[config.mk]
export PLATFORM = sky130hd
export DESIGN_NAME = hss_top
export DESIGN_NICKNAME = d
export VERILOG_FILES = /design/src/design/hss_pkg.sv /design/src/design/hss_strap_if.sv /design/src/design/hss_top.sv /design/src/design/hss_strap_latch.sv /design/src/design/hss_power_ctl.sv
export VERILOG_INCLUDE_DIRS = /design/src /design/src/design
export SDC_FILE = /design/constraint.sdc
export NUM_CORES = 1
export LEC_CHECK = 0
export ABC_AREA = 1
export BUFFER_PORTS_ARGS = -buffer_cell sky130_fd_sc_hd__buf_2
export CAP_MARGIN = 20
export CORE_UTILIZATION = 50
export DETAILED_ROUTE_END_ITERATION = 6
export PLACE_DENSITY = 0.91
export SLEW_MARGIN = 20
export SYNTH_ARGS = -nofsm -noshare
export SYNTH_HDL_FRONTEND = slang
export SYNTH_SLANG_ARGS = --single-unit
[constraint.sdc]
create_clock -name sys_clk -period 3.9 [get_ports sys_clk]
set_input_delay 0.585 -clock sys_clk [delete_from_list [all_inputs] [get_ports sys_clk]]
set_output_delay 0.585 -clock sys_clk [all_outputs]
set_load 0.01 [all_outputs]
[src/design/hss_regs.svh]
/*
 * Register offsets, field positions, reset values and timing counts of the
 * hub strap sampler. Assumes byte addresses on a 32-bit classic Wishbone bus.
 */
`ifndef HSS_REGS_SVH
`define HSS_REGS_SVH

// register byte offsets
`define HSS_OFF_STRAP        8'h00
`define HSS_OFF_CTRL         8'h04
`define HSS_OFF_PORT         8'h08
`define HSS_OFF_STATUS       8'h0c
`define HSS_OFF_SMBADDR      8'h10

// strap register fields
`define HSS_STRAP_FULL_PM_N  0
`define HSS_STRAP_POLARITY   1
`define HSS_STRAP_GANG       2
`define HSS_STRAP_AUTO_N     3
`define HSS_STRAP_BUS_MODE_N 4
`define HSS_STRAP_CAPTURED   5

// control register fields
`define HSS_CTRL_STS_EN      0
`define HSS_CTRL_FULLAUTO_N  1
`define HSS_CTRL_AUTOEN_N    2
`define HSS_CTRL_STS_EN_RST  1'b0

// port register fields
`define HSS_PORT_REQ_LSB     0
`define HSS_PORT_CHG_LSB     4
`define HSS_PORT_RST         8'h00

// status register fields
`define HSS_STAT_OC_LSB      0
`define HSS_STAT_SS_UP       4
`define HSS_STAT_HIGHSPEED_LINK_STATUS_OUT       5
`define HSS_STAT_PROF_LSB    6

// slave address register fields
`define HSS_SMB_ADDR_LSB     0
`define HSS_SMB_MODE         8

// timing: straps are captured in the first clock after reset release
`define HSS_CAPTURE_CYCLES   1

`endif

[src/design/hss_pkg.sv]
/*
 * Types shared by the hub strap sampler modules.
 * Assumes nothing beyond a SystemVerilog compiler.
 */
package hss_pkg;

   // strap capture sequencer, one-hot
   typedef enum logic [1:0] {
      HSS_ST_WAIT = 2'b01,
      HSS_ST_HELD = 2'b10
   } hss_state_t;

   // alternate charging profile permitted in automatic mode, one-hot
   typedef enum logic [2:0] {
      HSS_PROF_OFF     = 3'b001,
      HSS_PROF_ALL     = 3'b010,
      HSS_PROF_HIGHEST = 3'b100
   } hss_profile_t;

endpackage

[src/design/hss_strap_if.sv]
/*
 * Carries the captured strap levels from the latch to their users.
 * Assumes one clock domain; all signals come from flip-flops of the latch.
 */
`timescale 1ns/10ps
`default_nettype none

interface hss_strap_if;
   logic captured, full_pm_n, polarity, gang, auto_n, bus_mode_n;

   modport src (output captured, full_pm_n, polarity, gang, auto_n, bus_mode_n);
   modport dst (input captured, full_pm_n, polarity, gang, auto_n, bus_mode_n);
endinterface

`default_nettype wire

[src/design/hss_top.sv]
/*
 * Hub strap sampler top: strap capture, derived settings,
 * status drive of shared pins and downstream port power.
 * Registers over classic Wishbone, 32-bit, byte addresses.
 * Assumes inputs synchronous to sys_clk; board keeps its straps.
 */
// Overview of operation
// RULE1: latch full-power strap at reset release; high: no switching or overcurrent.
// RULE2: low full-power strap: switching and overcurrent inputs used.
// RULE3: full power management drives four power and charge-enable outputs.
// RULE4: full-power strap loads full-auto bit; charging boards enable it.
// RULE5: auto mode on, full-auto low: all alternate profiles.
// RULE6: auto mode on, full-auto high: highest-current profile only.
// RULE7: SMBus mode: full-power strap is slave address bit 1.
// RULE8: status enabled: full-power pin shows upstream SuperSpeed connection.
// RULE9: latch polarity strap; 0 active-low, 1 active-high power outputs.
// RULE10: latch gang strap; 0 per-port, 1 ganged power control.
// RULE11: SMBus mode: gang strap is slave address bit 2.
// RULE12: status enabled: gang pin shows upstream High-speed connection.
// RULE13: charging boards must strap power switching supported.
// RULE14: charging boards must strap individual port power.
// RULE15: latch automatic-charge strap at reset release.
// RULE16: auto strap 0 enables auto mode, 1 disables; loads auto-enable bit.
// RULE17: bus-mode strap 1 selects I2C master, 0 SMBus slave.
// RULE18: straps captured once after reset, held until next reset.
// RULE19: status enable clear: shared strap pins never driven.
`timescale 1ns/10ps
`default_nettype none
`include "hss_regs.svh"

module hss_top #(
   parameter int         NPORTS        = 4,
   parameter logic [6:0] SMB_ADDR_BASE = 7'h44
) (
   // clock and reset
   input  wire logic              sys_clk,
   input  wire logic              resetn,

   // wishbone slave
   input  wire logic              wb_cyc_i,
   input  wire logic              wb_stb_i,
   input  wire logic              wb_we_i,
   input  wire logic [7:0]        wb_adr_i,
   input  wire logic [3:0]        wb_sel_i,
   input  wire logic [31:0]       wb_dat_i,
   output logic      [31:0]       wb_dat_o,
   output logic                   wb_ack_o,

   // full-power / address bit 1 / SuperSpeed status pin
   input  wire logic              full_power_mgmt_strap_n_i,
   output logic                   full_power_mgmt_strap_n_o,
   output logic                   full_power_mgmt_strap_n_oe,

   // gang / address bit 2 / High-speed status pin
   input  wire logic              gang_strap_i,
   output logic                   highspeed_link_status_out,
   output logic                   gang_strap_oe,

   // input-only straps
   input  wire logic              power_out_polarity_strap,
   input  wire logic              auto_charge_strap_n,
   input  wire logic              bus_mode_strap_n,

   // hub core status
   input  wire logic              ss_link_up,
   input  wire logic              hs_link_up,

   // downstream power switches
   input  wire logic [NPORTS-1:0] overcurrent_n,
   output logic      [NPORTS-1:0] port_power_out,
   output logic      [NPORTS-1:0] charge_enable_out,

   // configuration to hub core
   output logic      [2:0]        alternate_charge_profile,
   output logic                   all_profiles_auto_n,
   output logic                   auto_charge_enable_n,
   output logic                   i2c_master_mode,
   output logic      [6:0]        smbus_slave_addr
);

   hss_strap_if straps ();

   // strap capture
   hss_strap_latch u_latch (
      .sys_clk      (sys_clk),
      .resetn       (resetn),

      .full_pm_pin  (full_power_mgmt_strap_n_i),
      .polarity_pin (power_out_polarity_strap),
      .gang_pin     (gang_strap_i),
      .auto_pin     (auto_charge_strap_n),
      .bus_mode_pin (bus_mode_strap_n),
      .straps       (straps.src)
   );

   // software state
   logic              sts_en_q;
   logic              fullauto_n_q;
   logic              autoen_n_q;

   logic [NPORTS-1:0] power_req_q;
   logic [NPORTS-1:0] charge_req_q;

   logic [NPORTS-1:0] oc_sticky_q;
   logic [NPORTS-1:0] oc_sticky_d;
   logic [NPORTS-1:0] oc_event;

   logic              captured_q;

   logic              load_cfg;

   hss_power_ctl #(
      .NPORTS (NPORTS)
   ) u_power (
      .sys_clk           (sys_clk),
      .resetn            (resetn),

      .straps            (straps.dst),
      .power_req         (power_req_q),
      .charge_req        (charge_req_q),
      .overcurrent_n     (overcurrent_n),
      .port_power_out    (port_power_out),
      .charge_enable_out (charge_enable_out),
      .oc_event          (oc_event)
   );

   // bus decode
   logic        bus_req;
   logic        bus_wr;
   logic        lane0_wr;

   logic        hit_strap;
   logic        hit_ctrl;
   logic        hit_port;
   logic        hit_status;
   logic        hit_smbaddr;

   logic        ack_d;

   logic [31:0] rd_data;

   // one wait state: ack one edge after the request appears
   assign bus_req     = wb_cyc_i & wb_stb_i & ~wb_ack_o;
   assign bus_wr      = bus_req & wb_we_i;
   assign lane0_wr    = bus_wr & wb_sel_i[0];

   assign hit_strap   = (wb_adr_i == `HSS_OFF_STRAP);
   assign hit_ctrl    = (wb_adr_i == `HSS_OFF_CTRL);
   assign hit_port    = (wb_adr_i == `HSS_OFF_PORT);
   assign hit_status  = (wb_adr_i == `HSS_OFF_STATUS);

   assign hit_smbaddr = (wb_adr_i == `HSS_OFF_SMBADDR);

   assign ack_d       = bus_req;

   // capture-to-config load happens once, the cycle the straps become held
   assign load_cfg = straps.captured & ~captured_q;

   // derived settings
   logic                  smbus_mode;
   logic [6:0]            smb_addr_d;

   hss_pkg::hss_profile_t profile_d;
   logic                  sts_drive;

   // RULE17 bus mode select
   assign smbus_mode = straps.captured & ~straps.bus_mode_n;

   // RULE7 address bit 1
   // RULE11 address bit 2
   assign smb_addr_d = smbus_mode ?
                       {SMB_ADDR_BASE[6:3], straps.gang, straps.full_pm_n, SMB_ADDR_BASE[0]} :
                       SMB_ADDR_BASE;

   // RULE5 all profiles
   // RULE6 highest profile only
   assign profile_d = (!straps.captured || autoen_n_q) ?
                      hss_pkg::HSS_PROF_OFF :
                      fullauto_n_q ? hss_pkg::HSS_PROF_HIGHEST :
                                     hss_pkg::HSS_PROF_ALL;

   // RULE19 no drive when disabled
   assign sts_drive = straps.captured & sts_en_q;

   // read mux
   always_comb begin
      rd_data = 32'h0000_0000;

      // straps as captured
      if (hit_strap) begin
         rd_data[`HSS_STRAP_FULL_PM_N]  = straps.full_pm_n;
         rd_data[`HSS_STRAP_POLARITY]   = straps.polarity;
         rd_data[`HSS_STRAP_GANG]       = straps.gang;
         rd_data[`HSS_STRAP_AUTO_N]     = straps.auto_n;
         rd_data[`HSS_STRAP_BUS_MODE_N] = straps.bus_mode_n;

         rd_data[`HSS_STRAP_CAPTURED]   = straps.captured;

      end else if (hit_ctrl) begin
         rd_data[`HSS_CTRL_STS_EN]     = sts_en_q;
         rd_data[`HSS_CTRL_FULLAUTO_N] = fullauto_n_q;
         rd_data[`HSS_CTRL_AUTOEN_N]   = autoen_n_q;

      end else if (hit_port) begin
         rd_data[`HSS_PORT_REQ_LSB +: NPORTS] = power_req_q;
         rd_data[`HSS_PORT_CHG_LSB +: NPORTS] = charge_req_q;

      end else if (hit_status) begin
         rd_data[`HSS_STAT_OC_LSB +: NPORTS] = oc_sticky_q;

         rd_data[`HSS_STAT_SS_UP]            = ss_link_up;
         rd_data[`HSS_STAT_HIGHSPEED_LINK_STATUS_OUT]            = hs_link_up;
         rd_data[`HSS_STAT_PROF_LSB +: 3]    = profile_d;

      end else if (hit_smbaddr) begin
         rd_data[`HSS_SMB_ADDR_LSB +: 7] = smb_addr_d;

         rd_data[`HSS_SMB_MODE]          = smbus_mode;
      end
   end

   // bus answer; unmapped offsets ack with zero data
   always_ff @(posedge sys_clk or negedge resetn) begin
      if (!resetn) begin
         wb_ack_o <= 1'b0;
         wb_dat_o <= 32'h0000_0000;
      end else begin
         wb_ack_o <= ack_d;

         wb_dat_o <= bus_req ? rd_data : 32'h0000_0000;
      end
   end

   // status-output enable
   always_ff @(posedge sys_clk or negedge resetn) begin
      if (!resetn) begin
         sts_en_q <= `HSS_CTRL_STS_EN_RST;
      end else if (lane0_wr && hit_ctrl) begin
         sts_en_q <= wb_dat_i[`HSS_CTRL_STS_EN];
      end
   end

   always_ff @(posedge sys_clk or negedge resetn) begin
      if (!resetn) begin
         captured_q <= 1'b0;
      end else begin
         // one clock late marks the capture edge
         captured_q <= straps.captured;
      end
   end

   // strap load outranks software; it lands on edge 2 after release and overwrites a control write acked on edge 1
   always_ff @(posedge sys_clk or negedge resetn) begin
      if (!resetn) begin
         fullauto_n_q <= 1'b0;
         autoen_n_q   <= 1'b0;
      end else if (load_cfg) begin
         // RULE4 full-auto from strap
         fullauto_n_q <= straps.full_pm_n;

         // RULE16 auto-enable from strap
         // RULE15 automatic-charge strap
         autoen_n_q   <= straps.auto_n;
      end else if (lane0_wr && hit_ctrl) begin
         fullauto_n_q <= wb_dat_i[`HSS_CTRL_FULLAUTO_N];
         autoen_n_q   <= wb_dat_i[`HSS_CTRL_AUTOEN_N];
      end
   end

   // port requests
   always_ff @(posedge sys_clk or negedge resetn) begin
      if (!resetn) begin
         power_req_q  <= NPORTS'(`HSS_PORT_RST);
         charge_req_q <= NPORTS'(`HSS_PORT_RST);
      end else if (lane0_wr && hit_port) begin
         // lane 0 only: other lanes hold no writable bits
         power_req_q  <= wb_dat_i[`HSS_PORT_REQ_LSB +: NPORTS];
         charge_req_q <= wb_dat_i[`HSS_PORT_CHG_LSB +: NPORTS];
      end
   end

   // overcurrent sticky flags, write one to clear; a new event wins

   genvar i;
   generate
      for (i = 0; i < NPORTS; i++) begin : g_oc
         assign oc_sticky_d[i] = oc_event[i] |
            (oc_sticky_q[i] &
             ~(lane0_wr & hit_status & wb_dat_i[`HSS_STAT_OC_LSB + i]));
      end
   endgenerate

   always_ff @(posedge sys_clk or negedge resetn) begin
      if (!resetn) begin
         oc_sticky_q <= '0;
      end else begin
         oc_sticky_q <= oc_sticky_d;
      end
   end

   // shared pins: released through reset and the capture cycle
   always_ff @(posedge sys_clk or negedge resetn) begin
      if (!resetn) begin
         full_power_mgmt_strap_n_o  <= 1'b0;
         full_power_mgmt_strap_n_oe <= 1'b0;
         highspeed_link_status_out  <= 1'b0;

         gang_strap_oe              <= 1'b0;
      end else begin
         // RULE8 SuperSpeed status out
         full_power_mgmt_strap_n_o  <= ss_link_up;
         full_power_mgmt_strap_n_oe <= sts_drive;

         // RULE12 High-speed status out
         highspeed_link_status_out  <= hs_link_up;
         gang_strap_oe              <= sts_drive;
      end
   end

   // configuration to the hub core
   always_ff @(posedge sys_clk or negedge resetn) begin
      if (!resetn) begin
         alternate_charge_profile <= hss_pkg::HSS_PROF_OFF;
         all_profiles_auto_n      <= 1'b0;
         auto_charge_enable_n     <= 1'b1;
         i2c_master_mode          <= 1'b0;
         smbus_slave_addr         <= 7'h00;
      end else begin
         alternate_charge_profile <= profile_d;

         all_profiles_auto_n      <= fullauto_n_q;
         auto_charge_enable_n     <= straps.captured ? autoen_n_q : 1'b1;
         i2c_master_mode          <= straps.captured & straps.bus_mode_n;

         smbus_slave_addr         <= smb_addr_d;
      end
   end

endmodule

`default_nettype wire

[src/design/hss_strap_latch.sv]
/*
 * Captures the configuration straps once after reset release and holds them.
 * Assumes the shared pins are not driven by this device while waiting.
 */
`timescale 1ns/10ps
`default_nettype none

module hss_strap_latch (
   // clock and reset
   input  wire logic     sys_clk,
   input  wire logic     resetn,
   // strap pin levels
   input  wire logic     full_pm_pin,
   input  wire logic     polarity_pin,
   input  wire logic     gang_pin,
   input  wire logic     auto_pin,
   input  wire logic     bus_mode_pin,
   // captured values
   hss_strap_if.src      straps
);

   hss_pkg::hss_state_t state_q;
   hss_pkg::hss_state_t state_d;
   logic                take;
   logic [4:0]          val_q;

   assign take    = (state_q == hss_pkg::HSS_ST_WAIT);
   assign state_d = take ? hss_pkg::HSS_ST_HELD : state_q;

   // async reset loads constants only; pins are sampled on the first clock
   always_ff @(posedge sys_clk or negedge resetn) begin
      if (!resetn) begin
         state_q <= hss_pkg::HSS_ST_WAIT;
      end else begin
         state_q <= state_d;
      end
   end

   // RULE18 capture once, hold
   always_ff @(posedge sys_clk or negedge resetn) begin
      if (!resetn) begin
         val_q <= 5'h00;
      end else if (take) begin
         val_q <= {bus_mode_pin, auto_pin, gang_pin, polarity_pin, full_pm_pin};
      end
   end

   assign straps.captured   = (state_q == hss_pkg::HSS_ST_HELD);
   assign straps.full_pm_n  = val_q[0];
   assign straps.polarity   = val_q[1];
   assign straps.gang       = val_q[2];
   assign straps.auto_n     = val_q[3];
   assign straps.bus_mode_n = val_q[4];

endmodule

`default_nettype wire

[src/design/hss_power_ctl.sv]
/*
 * Downstream port power and charge-enable outputs with overcurrent cut-off.
 * Assumes overcurrent inputs are synchronous and active low.
 */
`timescale 1ns/10ps
`default_nettype none

module hss_power_ctl #(
   parameter int NPORTS = 4
) (
   // clock and reset
   input  wire logic              sys_clk,
   input  wire logic              resetn,
   // captured straps
   hss_strap_if.dst               straps,
   // software requests
   input  wire logic [NPORTS-1:0] power_req,
   input  wire logic [NPORTS-1:0] charge_req,
   // switch feedback
   input  wire logic [NPORTS-1:0] overcurrent_n,
   // outputs
   output logic      [NPORTS-1:0] port_power_out,
   output logic      [NPORTS-1:0] charge_enable_out,
   output logic      [NPORTS-1:0] oc_event
);

   logic              switching_ok;
   logic [NPORTS-1:0] oc_seen;
   logic [NPORTS-1:0] port_on;
   logic [NPORTS-1:0] power_d;
   logic [NPORTS-1:0] charge_d;
   logic              any_req;
   logic              any_oc;

   // RULE1 high strap: no switching
   // RULE2 low strap: switching and sensing used
   assign switching_ok = straps.captured & ~straps.full_pm_n;
   assign oc_seen      = switching_ok ? ~overcurrent_n : '0;
   assign any_req      = |power_req;
   assign any_oc       = |oc_seen;
   assign oc_event     = oc_seen;

   genvar i;
   generate
      for (i = 0; i < NPORTS; i++) begin : g_port
         // RULE10 gang or per-port
         assign port_on[i] = switching_ok &
                             (straps.gang ? (any_req & ~any_oc)
                                          : (power_req[i] & ~oc_seen[i]));
         // RULE9 output polarity
         assign power_d[i] = straps.polarity ? port_on[i] : ~port_on[i];
         // RULE3 per-port charge enable
         assign charge_d[i] = port_on[i] & charge_req[i];
      end
   endgenerate

   // outputs read low in reset: polarity is not known until the capture
   always_ff @(posedge sys_clk or negedge resetn) begin
      if (!resetn) begin
         port_power_out    <= '0;
         charge_enable_out <= '0;
      end else begin
         port_power_out    <= power_d;
         charge_enable_out <= charge_d;
      end
   end

endmodule

`default_nettype wire

# Word level (Yosys, flattened, before mapping)
# Cells that the tools add are included.
dict set report word_totals {
  register_bits 57
  in_bits 60
  wordCells 117
}
dict set report classes {
  eq_ne 6
  muxes 29
  bitwise 53
  reduce_logical 8
}
# operator n
set ops {}
lappend ops {{1-bit bitwise AND} 31}
lappend ops {{1-bit 2-to-1 mux} 17}
lappend ops {{1-bit inverter} 17}
lappend ops {{8-bit by 4-bit == test with 1-bit output (second input constant)} 2}
lappend ops {{3-bit 2-to-1 mux} 5}
lappend ops {{7-bit 2-to-1 mux} 2}
lappend ops {{6-bit 2-to-1 mux} 2}
lappend ops {{9-bit 2-to-1 mux} 1}
lappend ops {{8-bit by 3-bit == test with 1-bit output (second input constant)} 1}
lappend ops {{8-bit by 5-bit == test with 1-bit output (second input constant)} 1}
lappend ops {{8-bit zero test} 1}
lappend ops {{8-bit 2-to-1 mux} 1}
lappend ops {{4-bit OR reduction} 2}
lappend ops {{4-bit 2-to-1 mux} 1}
lappend ops {{4-bit inverter} 1}
lappend ops {{1-bit OR} 4}
lappend ops {{2-bit by 1-bit == test with 1-bit output (second input constant)} 1}
lappend ops {{2-bit == test (second input constant)} 1}
lappend ops {{1-bit logical AND} 2}
lappend ops {{2-bit nonzero test} 1}
lappend ops {{1-bit zero test} 1}
lappend ops {{1-bit logical OR} 1}

# Logic depth before layout (Yosys ltp)
# Gate-level depths: netlist (run 1).
dict set report logic_depth {
  ltp_word 10
  depth_mapped 9
  depth_no_buf 9
}

# Cells and area by module
# From an unflattened synthesis (run 1), not the netlist that was laid out.
dict set report unflattened {
  hier_cells 316
  hier_area_um2 2662.6
}
# module n_inst cells_per_inst area_each_um2 seq_area_each_um2
set by_module_without_submodules {}
lappend by_module_without_submodules {hss_top 1 228 1940.6 927.1}
lappend by_module_without_submodules {hss_power_ctl 1 59 441.7 200.2}
lappend by_module_without_submodules {hss_strap_latch 1 29 280.3 176.4}

# Least setup slack after synthesis (run 1)
# OpenSTA, ideal clock, no wires.
dict set report synth_path {
  path_type {input to register}
  from {input wb_adr_i[7]}
  to {register power_req_q[1]}
  setup_time_ns 0.118
  t_arrival_ns 1.343
  setup_slack_ns 2.440
  path_stages 7
  path_buffers 1
  cell_sequence {nor2_4 nand3_4 nor2_4 nand2_4 buf_6 nand2_1 o21ai_2}
}
dict set report synth_via {
  elab_chain_len 2
}
# element line_no
set synth_lines {}
lappend synth_lines {{start, declared} hss_top.sv:43} ;# input wire logic [7:0] wb_adr_i,
lappend synth_lines {{8-bit by 4-bit == test with 1-bit output (no line)} --}
lappend synth_lines {{1-bit logical AND} hss_top.sv:275} ;# end else if (lane0_wr && hit_port) begin
lappend synth_lines {{end signal, assigned} hss_top.sv:273} ;# power_req_q <= NPORTS'(`HSS_PORT_RST);
lappend synth_lines {{end signal, assigned} hss_top.sv:277} ;# power_req_q <= wb_dat_i[`HSS_PORT_REQ_LSB +: NPORTS];
lappend synth_lines {{end, declared} hss_top.sv:101} ;# logic [NPORTS-1:0] power_req_q;
# Every way passes these cells.
# A chain may end at the register's enable or synchronous reset.

==> results of run 1 <==
## cell usage after synthesis, drive strengths merged
master / number / share of area [%]
a21oi: 19 / 4.3
buf: 30 / 8.9
conb: 2 / 0.29
dfrtp: 50 / 49
dfstp: 2 / 2.0
inv: 38 / 5.6
nand2: 57 / 8.8
nand3: 15 / 4.0
nand4: 5 / 1.2
nor2: 41 / 8.3
nor3: 2 / 0.58
o211ai: 3 / 0.88
o21ai: 26 / 5.7
o31ai: 1 / 0.49
or2: 1 / 0.24
## stage by stage
stage / power, W / cells / instance area, um^2 / hold WS [ns]
after floorplan: 0.000627 / 318 / 2670 / 0.289
after global placement: 0.000647 / 418 / 2840 / 0.423
after detailed placement: 0.000650 / 418 / 2840 / 0.431
after CTS: 0.000967 / 426 / 2930 / 0.386
after global routing: 0.000998 / 426 / 2940 / 0.332
final: 0.000956 / 426 / 2940 / 0.286
## final cells by class
cell class,count,area (um^2)
Multi-Input combinational cell,198,991
Timing Repair Buffer,63,318
Tap cell,67,83.8
Clock inverter,3,27.5
Inverter,38,143
Clock buffer,5,68.8
Fill cell,444,1880
Sequential cell,52,1300
## where the power goes
group / internal, W / switching (W)
sequential: 0.000549 / 0.00000628
clock: 0.000132 / 0.000185
combinational: 0.0000247 / 0.0000596
## path summary, 6_finish.rpt
check	cells past startpoint	end	startpoint	slack, ns
worst max-delay path	1	auto_charge_enable_n	alternate_charge_profile[0]	2.35
worst min-delay path	1	alternate_charge_profile[1]	resetn	0.29
worst max register to register	9	u_power.port_power_out[0]	u_latch.state_q[0]	2.44
worst min register to register	0	all_profiles_auto_n	fullauto_n_q	0.46
max in group asynchronous	1	fullauto_n_q	resetn	3.19
min in group sys_clk	1	highspeed_link_status_out	hs_link_up	0.40
## cell families (layout without fill, tap and decap cells)
logic type	count (synthesis)	count (layout)	share of synthesized area, %
and+or+nand+nor	121	121	23.2
DFF	52	52	50.8
AOI/OAI and AO/OA	49	49	11.3
other	2	28	0.292
buffers and inverters	68	109	14.5
## registers in the layout, summed over array words and instances, names as in the netlist
signal                     cells
smbus_slave_addr               3
wb_dat_o                       9
alternate_charge_profile       3
full_power_mgmt_strap_n_o      1
u_power.charge_enable_out      4
power_req_q                    4
oc_sticky_q                    4
wb_ack_o                       1
u_latch.val_q                  5
u_power.port_power_out         4
u_latch.state_q                2
charge_req_q                   4
gang_strap_oe                  1
sts_en_q                       1
captured_q                     1
i2c_master_mode                1
fullauto_n_q                   1
highspeed_link_status_out      1
autoen_n_q                     1
all_profiles_auto_n            1
## metal layers
metal / wire length [um] / part of all wire [%] / vias to the layer above
met5: 0 / 0 / -
met4: 91 / 1.8 / 0
met3: 313 / 6.2 / 8
met2: 2520 / 50 / 86
met1: 2160 / 42 / 920
li1: - / - / 998
==> impl_metrics.csv, run 1 <==
group,metric,value,unit
outcome,status,"finished, final reports clean",
clock_tree,post_cts_buffers,0,
clock_tree,cts_resized,0,
floorplan,die_w,73.7,um
drt,vias_per_cell,4.72,
clock_tree,cts_made_buffers,5,
worst_setup_path,path_max_fanout,2,
worst_setup_path,path_class,"reg -> out",
finish,num_antenna_cells,0,
timing,hold_viol,0,
clock_tree,cts_tree,"yes",
timing,slew_violations,0,
finish,drive_gt1_share,29.0,%
clock_tree,path_clk_slew,0.10,ns
global_routing,grt_use_total,20.8,%
hold_path,hold_path.class,"in -> async",
global_routing,use_met3,4.66,%
place,pre_cts_slack,2.11,ns
worst_setup_path,cp.buffers_inverters,1,
worst_setup_path,required,3.31,ns
worst_setup_path,slowest_stage,"dfstp_2",
logic_synthesis,synth_area_per_cell,8.80,um^2
power,ir_drop,0.195,mV
logic_synthesis,synthCells,292,
timing,min_period,1.55,ns
drt,firstDrtPassIters,4,
clock_tree,cts_buffer_depth,2,
drt,wl_per_cell,11.9,um
finish,final_util,60.9,%
run,maxCapViolCount,0,
timing,fin_tns_setup,0,ns
global_routing,antenna_found_initial,0,
place,io_buffers,63,
worst_setup_path,path_delay_family,"flip-flops",
floorplan,boundaryPins,118,
power,p_per_area,326,nW/um^2
finish,fin_nets,418,
place,dp_hpwl,4000,um
timing,worst_slew_pin_slew,0.626,ns
clock_tree,cts_root_buffer,"clkbuf_8",
global_routing,use_met1,25.2,%
clock_tree,cts_sinks,52,
logic_synthesis,synth_seq_cells,52,
drt,drtAntennaViolNets,0,
drt,wirelength,5080,um
floorplan,dieHeight,73.7,um
timing,fmax,0.646,GHz
timing,setup_viol,0,
worst_setup_path,crit_path_start_kind,"register",
power,power_leakage,1.58,nW
finish,final_common_cell,"buf_2",
global_routing,met2_usage,35.7,%
drt,drt-initial-drc-count,124,
place,gp_congestion,0.857,
global_routing,gr-max-usage-layer,"met2",
clock_tree,cts_hold_buf,0,
clock_tree,worstSkewPairLatency,0.31,ns
floorplan,core_area,4820,um^2
timing,skew,0.00651,ns
drt,vias,2012,
logic_synthesis,synth.distinct_cells,27,
global_routing,grt_pass1_vias,1845,
timing,timing.final.crit_share,39.7,%
worst_setup_path,crit_chain,"buf_2",
drt,post-route-drc-count,0,
timing,max_slew_margin,58.3,%
timing,layout_setup_ws,2.35,ns
finish,syn2layout_area_growth,14.3,%
floorplan,rows,25,
floorplan,die_area,5430,um^2
worst_setup_path,cp-end-kind,"primary output",
logic_synthesis,yosysWarnings,0,
logic_synthesis,syn_area,2570,um^2
timing,rsz0062_at_grt,"false",
global_routing,grt_overflow_total,0,
clock_tree,htreeDepth,2,
floorplan,initial_core_util,53.3,%
global_routing,grt_max_degree,53,
worst_setup_path,critPathMaxStageDelay,0.53,ns
logic_synthesis,ys_seq_area_share,50.8,%
worst_setup_path,worst_ep_arrival_time,0.96,ns
finish,most-common-layout-cells,"buf_2, nand2_1, dfrtp_1",
global_routing,grt_pass1_wl,8290,um
(Power assumes the default switching activity.)
==> run 2: changes to the inputs <==
--- a/config.mk
+++ b/config.mk
@@ -6,12 +6,12 @@
 export SDC_FILE = /design/constraint.sdc
 export NUM_CORES = 1
 export LEC_CHECK = 0
-export ABC_AREA = 1
+export ABC_AREA = 0
 export BUFFER_PORTS_ARGS = -buffer_cell sky130_fd_sc_hd__buf_2
 export CAP_MARGIN = 20
-export CORE_UTILIZATION = 50
+export CORE_UTILIZATION = 46
 export DETAILED_ROUTE_END_ITERATION = 6
-export PLACE_DENSITY = 0.91
+export PLACE_DENSITY = 0.86
 export SLEW_MARGIN = 20
 export SYNTH_ARGS = -nofsm -noshare
 export SYNTH_HDL_FRONTEND = slang
==> constraint.sdc (replaced) <==
create_clock -name sys_clk -period 1.55 [get_ports sys_clk]
set_input_delay 0.2325 -clock sys_clk [delete_from_list [all_inputs] [get_ports sys_clk]]
set_output_delay 0.2325 -clock sys_clk [all_outputs]
set_load 0.01 [all_outputs]
==> impl_metrics.csv, run 2 <==
group,metric,value,unit
clock_tree,cts_buffer_depth,2,
timing,timing.final.crit_share,127,%
floorplan,rows,26,
drt,post-route-drc-count,0,
hold_path,hold_path.class,"in -> reg",
floorplan,dieHeight,75.0,um
place,io_buffers,63,
worst_setup_path,r2r-start,"wb_ack_o",
timing,fmax,0.509,GHz
drt,wl_met1,2100,um
power,p_per_area,780,nW/um^2
global_routing,antenna_found_initial,0,
timing,slew_violations,0,
clock_tree,htreeDepth,2,
clock_tree,cts_made_buffers,5,
clock_tree,worstSkewPairLatency,0.30,ns
drt,wl_met2,2460,um
outcome,violations,"negative setup slack",
logic_synthesis,synth_seq_cells,52,
floorplan,die_w,75.0,um
logic_synthesis,syn_area,2450,um^2
floorplan,boundaryPins,118,
finish,num_antenna_cells,0,
drt,vias,1727,
worst_setup_path,path_class,"reg -> reg",
power,combPwrFrac,9.0,%
finish,final_common_cell,"buf_2",
global_routing,grt_overflow_total,0,
drt,vias_per_cell,4.85,
clock_tree,cts_tree,"yes",
finish,syn2layout_area_growth,19.9,%
timing,hold_viol,0,
clock_tree,path_clk_slew,0.09,ns
hold_path,hold_end,"full_power_mgmt_strap_n_o",
logic_synthesis,synth.distinct_cells,40,
finish,fin_nets,345,
timing,min_period,1.97,ns
logic_synthesis,synth_edf_count,0,
drt,drtAntennaViolNets,0,
drt,wl_per_cell,14.0,um
power,swShare,23.1,%
clock_tree,post_cts_buffers,0,
outcome,status,"finished, violations left",
logic_synthesis,synthCells,210,
logic_synthesis,synth_area_per_cell,11.7,um^2
worst_setup_path,r2r_setup_slack,-0.42,ns
drt,met3_length,377,um
timing,skew,0.00754,ns
global_routing,grt_pass1_vias,1648,
worst_setup_path,r2r_cells,4,
drt,drt-initial-drc-count,174,
logic_synthesis,synth_largest_area_cell,"dfrtp_1",
place,pre_cts_slack,-0.705,ns
power,ir_drop,0.298,mV
worst_setup_path,worst_ep_arrival_time,2.15,ns
clock_tree,cts_root_buffer,"clkbuf_8",
finish,top_regs,"wb_dat_o x9, u_latch.val_q x5",
power,power_leakage,1.51,nW
power,seq_power_share,60.0,%
global_routing,grt_pass1_wl,7550,um
drt,firstDrtPassIters,4,
worst_setup_path,r2r-end,"charge_req_q[1]",
logic_synthesis,synth_ff_type,"dfrtp_1",
finish,largest_reg_flops,9,
hold_path,hold_start,"ss_link_up",
logic_synthesis,synth_area_leaders,"dfrtp_1, buf_4, mux2_4",
logic_synthesis,ys_seq_area_share,53.2,%
logic_synthesis,async_reset_ff_share,100,%
drt,top_layer,"met4",
finish,fillers,442,
global_routing,grt_use_total,18.1,%
finish,drive_gt1_share,39.5,%
finish,multi_input_area,1010,um^2
floorplan,initial_core_util,48.0,%
timing,layout_setup_ws,-0.415,ns
drt,wirelength,4970,um
floorplan,core_area,5110,um^2
worst_setup_path,cp-end-kind,"register",
logic_synthesis,synth.most_common_cell,"dfrtp_1",
clock_tree,cts_sinks,52,
logic_synthesis,yosysWarnings,0,
timing,rsz0062_at_grt,"true",
finish,top_register,"wb_dat_o",
worst_setup_path,crit_path_start_kind,"register",
power,fin_total_pwr,0.00229,W
logic_synthesis,synth.cells.most_frequent,"dfrtp_1, buf_4, nor2_1, a21oi_1",
worst_setup_path,required,1.74,ns
run,maxCapViolCount,0,
power,p_int,0.00177,W
hold_path,whs_path_depth,1,
timing,setup_viol,10,
power,p_sw,0.000529,W
floorplan,die_area,5630,um^2
logic_synthesis,synth_top_area_share,51.0,%
place,gp_congestion,0.832,
finish,most-common-layout-cells,"buf_2, dfrtp_1, conb_1",
global_routing,grt_max_degree,34,
worst_setup_path,setup.worst_path.start,"wb_ack_o",
finish,seq_area,1300,um^2
worst_setup_path,path_max_fanout,8,
power,pwr-share-clk,31.0,%
place,dp_hpwl,3760,um
[run 2: through the flow]
step / hold slack [ns] / area [um^2] / TNS (ns) / util [%] / cells
2_1_floorplan: -0.0631 / 2550 / -5.46 / - / 236
3_3_place_gp: 0.192 / 2810 / -8.09 / 55.0 / 347
3_5_place_dp: 0.205 / 2810 / -8.35 / 55.0 / 347
4_1_cts: 0.0496 / 2920 / -3.31 / 57.3 / 356
5_1_grt: 0.0391 / 2940 / -3.70 / 57.6 / 356
6_report: 0.0544 / 2940 / -3.34 / 57.6 / 356
[run 2: timing repair]
action | CTS | global route
endpoints found under the setup margin | 11 | 17
endpoints found under the hold margin | 19 | 0
resized for setup | 3 | 3
hold buffers | 1 | 0
gates cloned | 0 | 0
[run 2: area by class of cell]
cell class / count / share of cell area, %
Clock buffer: 7 / 2.59
Timing Repair Buffer: 79 / 15.3
Clock inverter: 1 / 0.170
Inverter: 3 / 0.383
Multi-Input combinational cell: 144 / 34.2
Tap cell: 70 / 2.98
Sequential cell: 52 / 44.3
[run 2: cell families (layout without fill, tap and decap cells)]
kind of cell / Yosys count / after routing / share of synthesized area [%]
other: 2 / 28 / 0.306
AO/OA/AOI/OAI: 30 / 30 / 7.60
XOR/XNOR: 4 / 4 / 1.43
flip-flops: 52 / 52 / 53.2
multiplexers: 24 / 24 / 12.3
AND/OR/NAND/NOR: 58 / 58 / 13.8
buffers and inverters: 40 / 90 / 11.3
[run 2: layer usage]
layer | vias up | track usage (%)
li1 | 816 | -
met1 | 827 | 22.5
met2 | 78 | 31.7
met3 | 6 | 5.22
met4 | 0 | 3.14
met5 | - | 0
[run 2: power groups by stage]
stage	sequential [W]	combinational, W	clock (W)
2_1_floorplan	0.00140	0.000136	0
3_5_place_dp	0.00140	0.000196	0
4_1_cts	0.00138	0.000203	0.000730
5_1_grt	0.00138	0.000231	0.000790
6_report	0.00138	0.000208	0.000711
3_3_place_gp	0.00140	0.000192	0
[run 2: worst max-delay path: stages (launching register included)]
cell      delay, ns
dfrtp_1        0.38
nand3b_1       0.19
or3_4          0.41
or4_4          0.54
mux2_4         0.34
[run 2: worst max-delay path by stage]
stage                            endpoint  slack (ns)  cells past startpoint
after CTS                  power_req_q[1]       -0.41                      4
after floorplan           charge_req_q[0]       -0.61                      5
after global routing       power_req_q[1]       -0.45                      4
final                     charge_req_q[1]       -0.42                      4
after global placement    charge_req_q[3]       -0.67                      5
after detailed placement  charge_req_q[1]       -0.71                      5
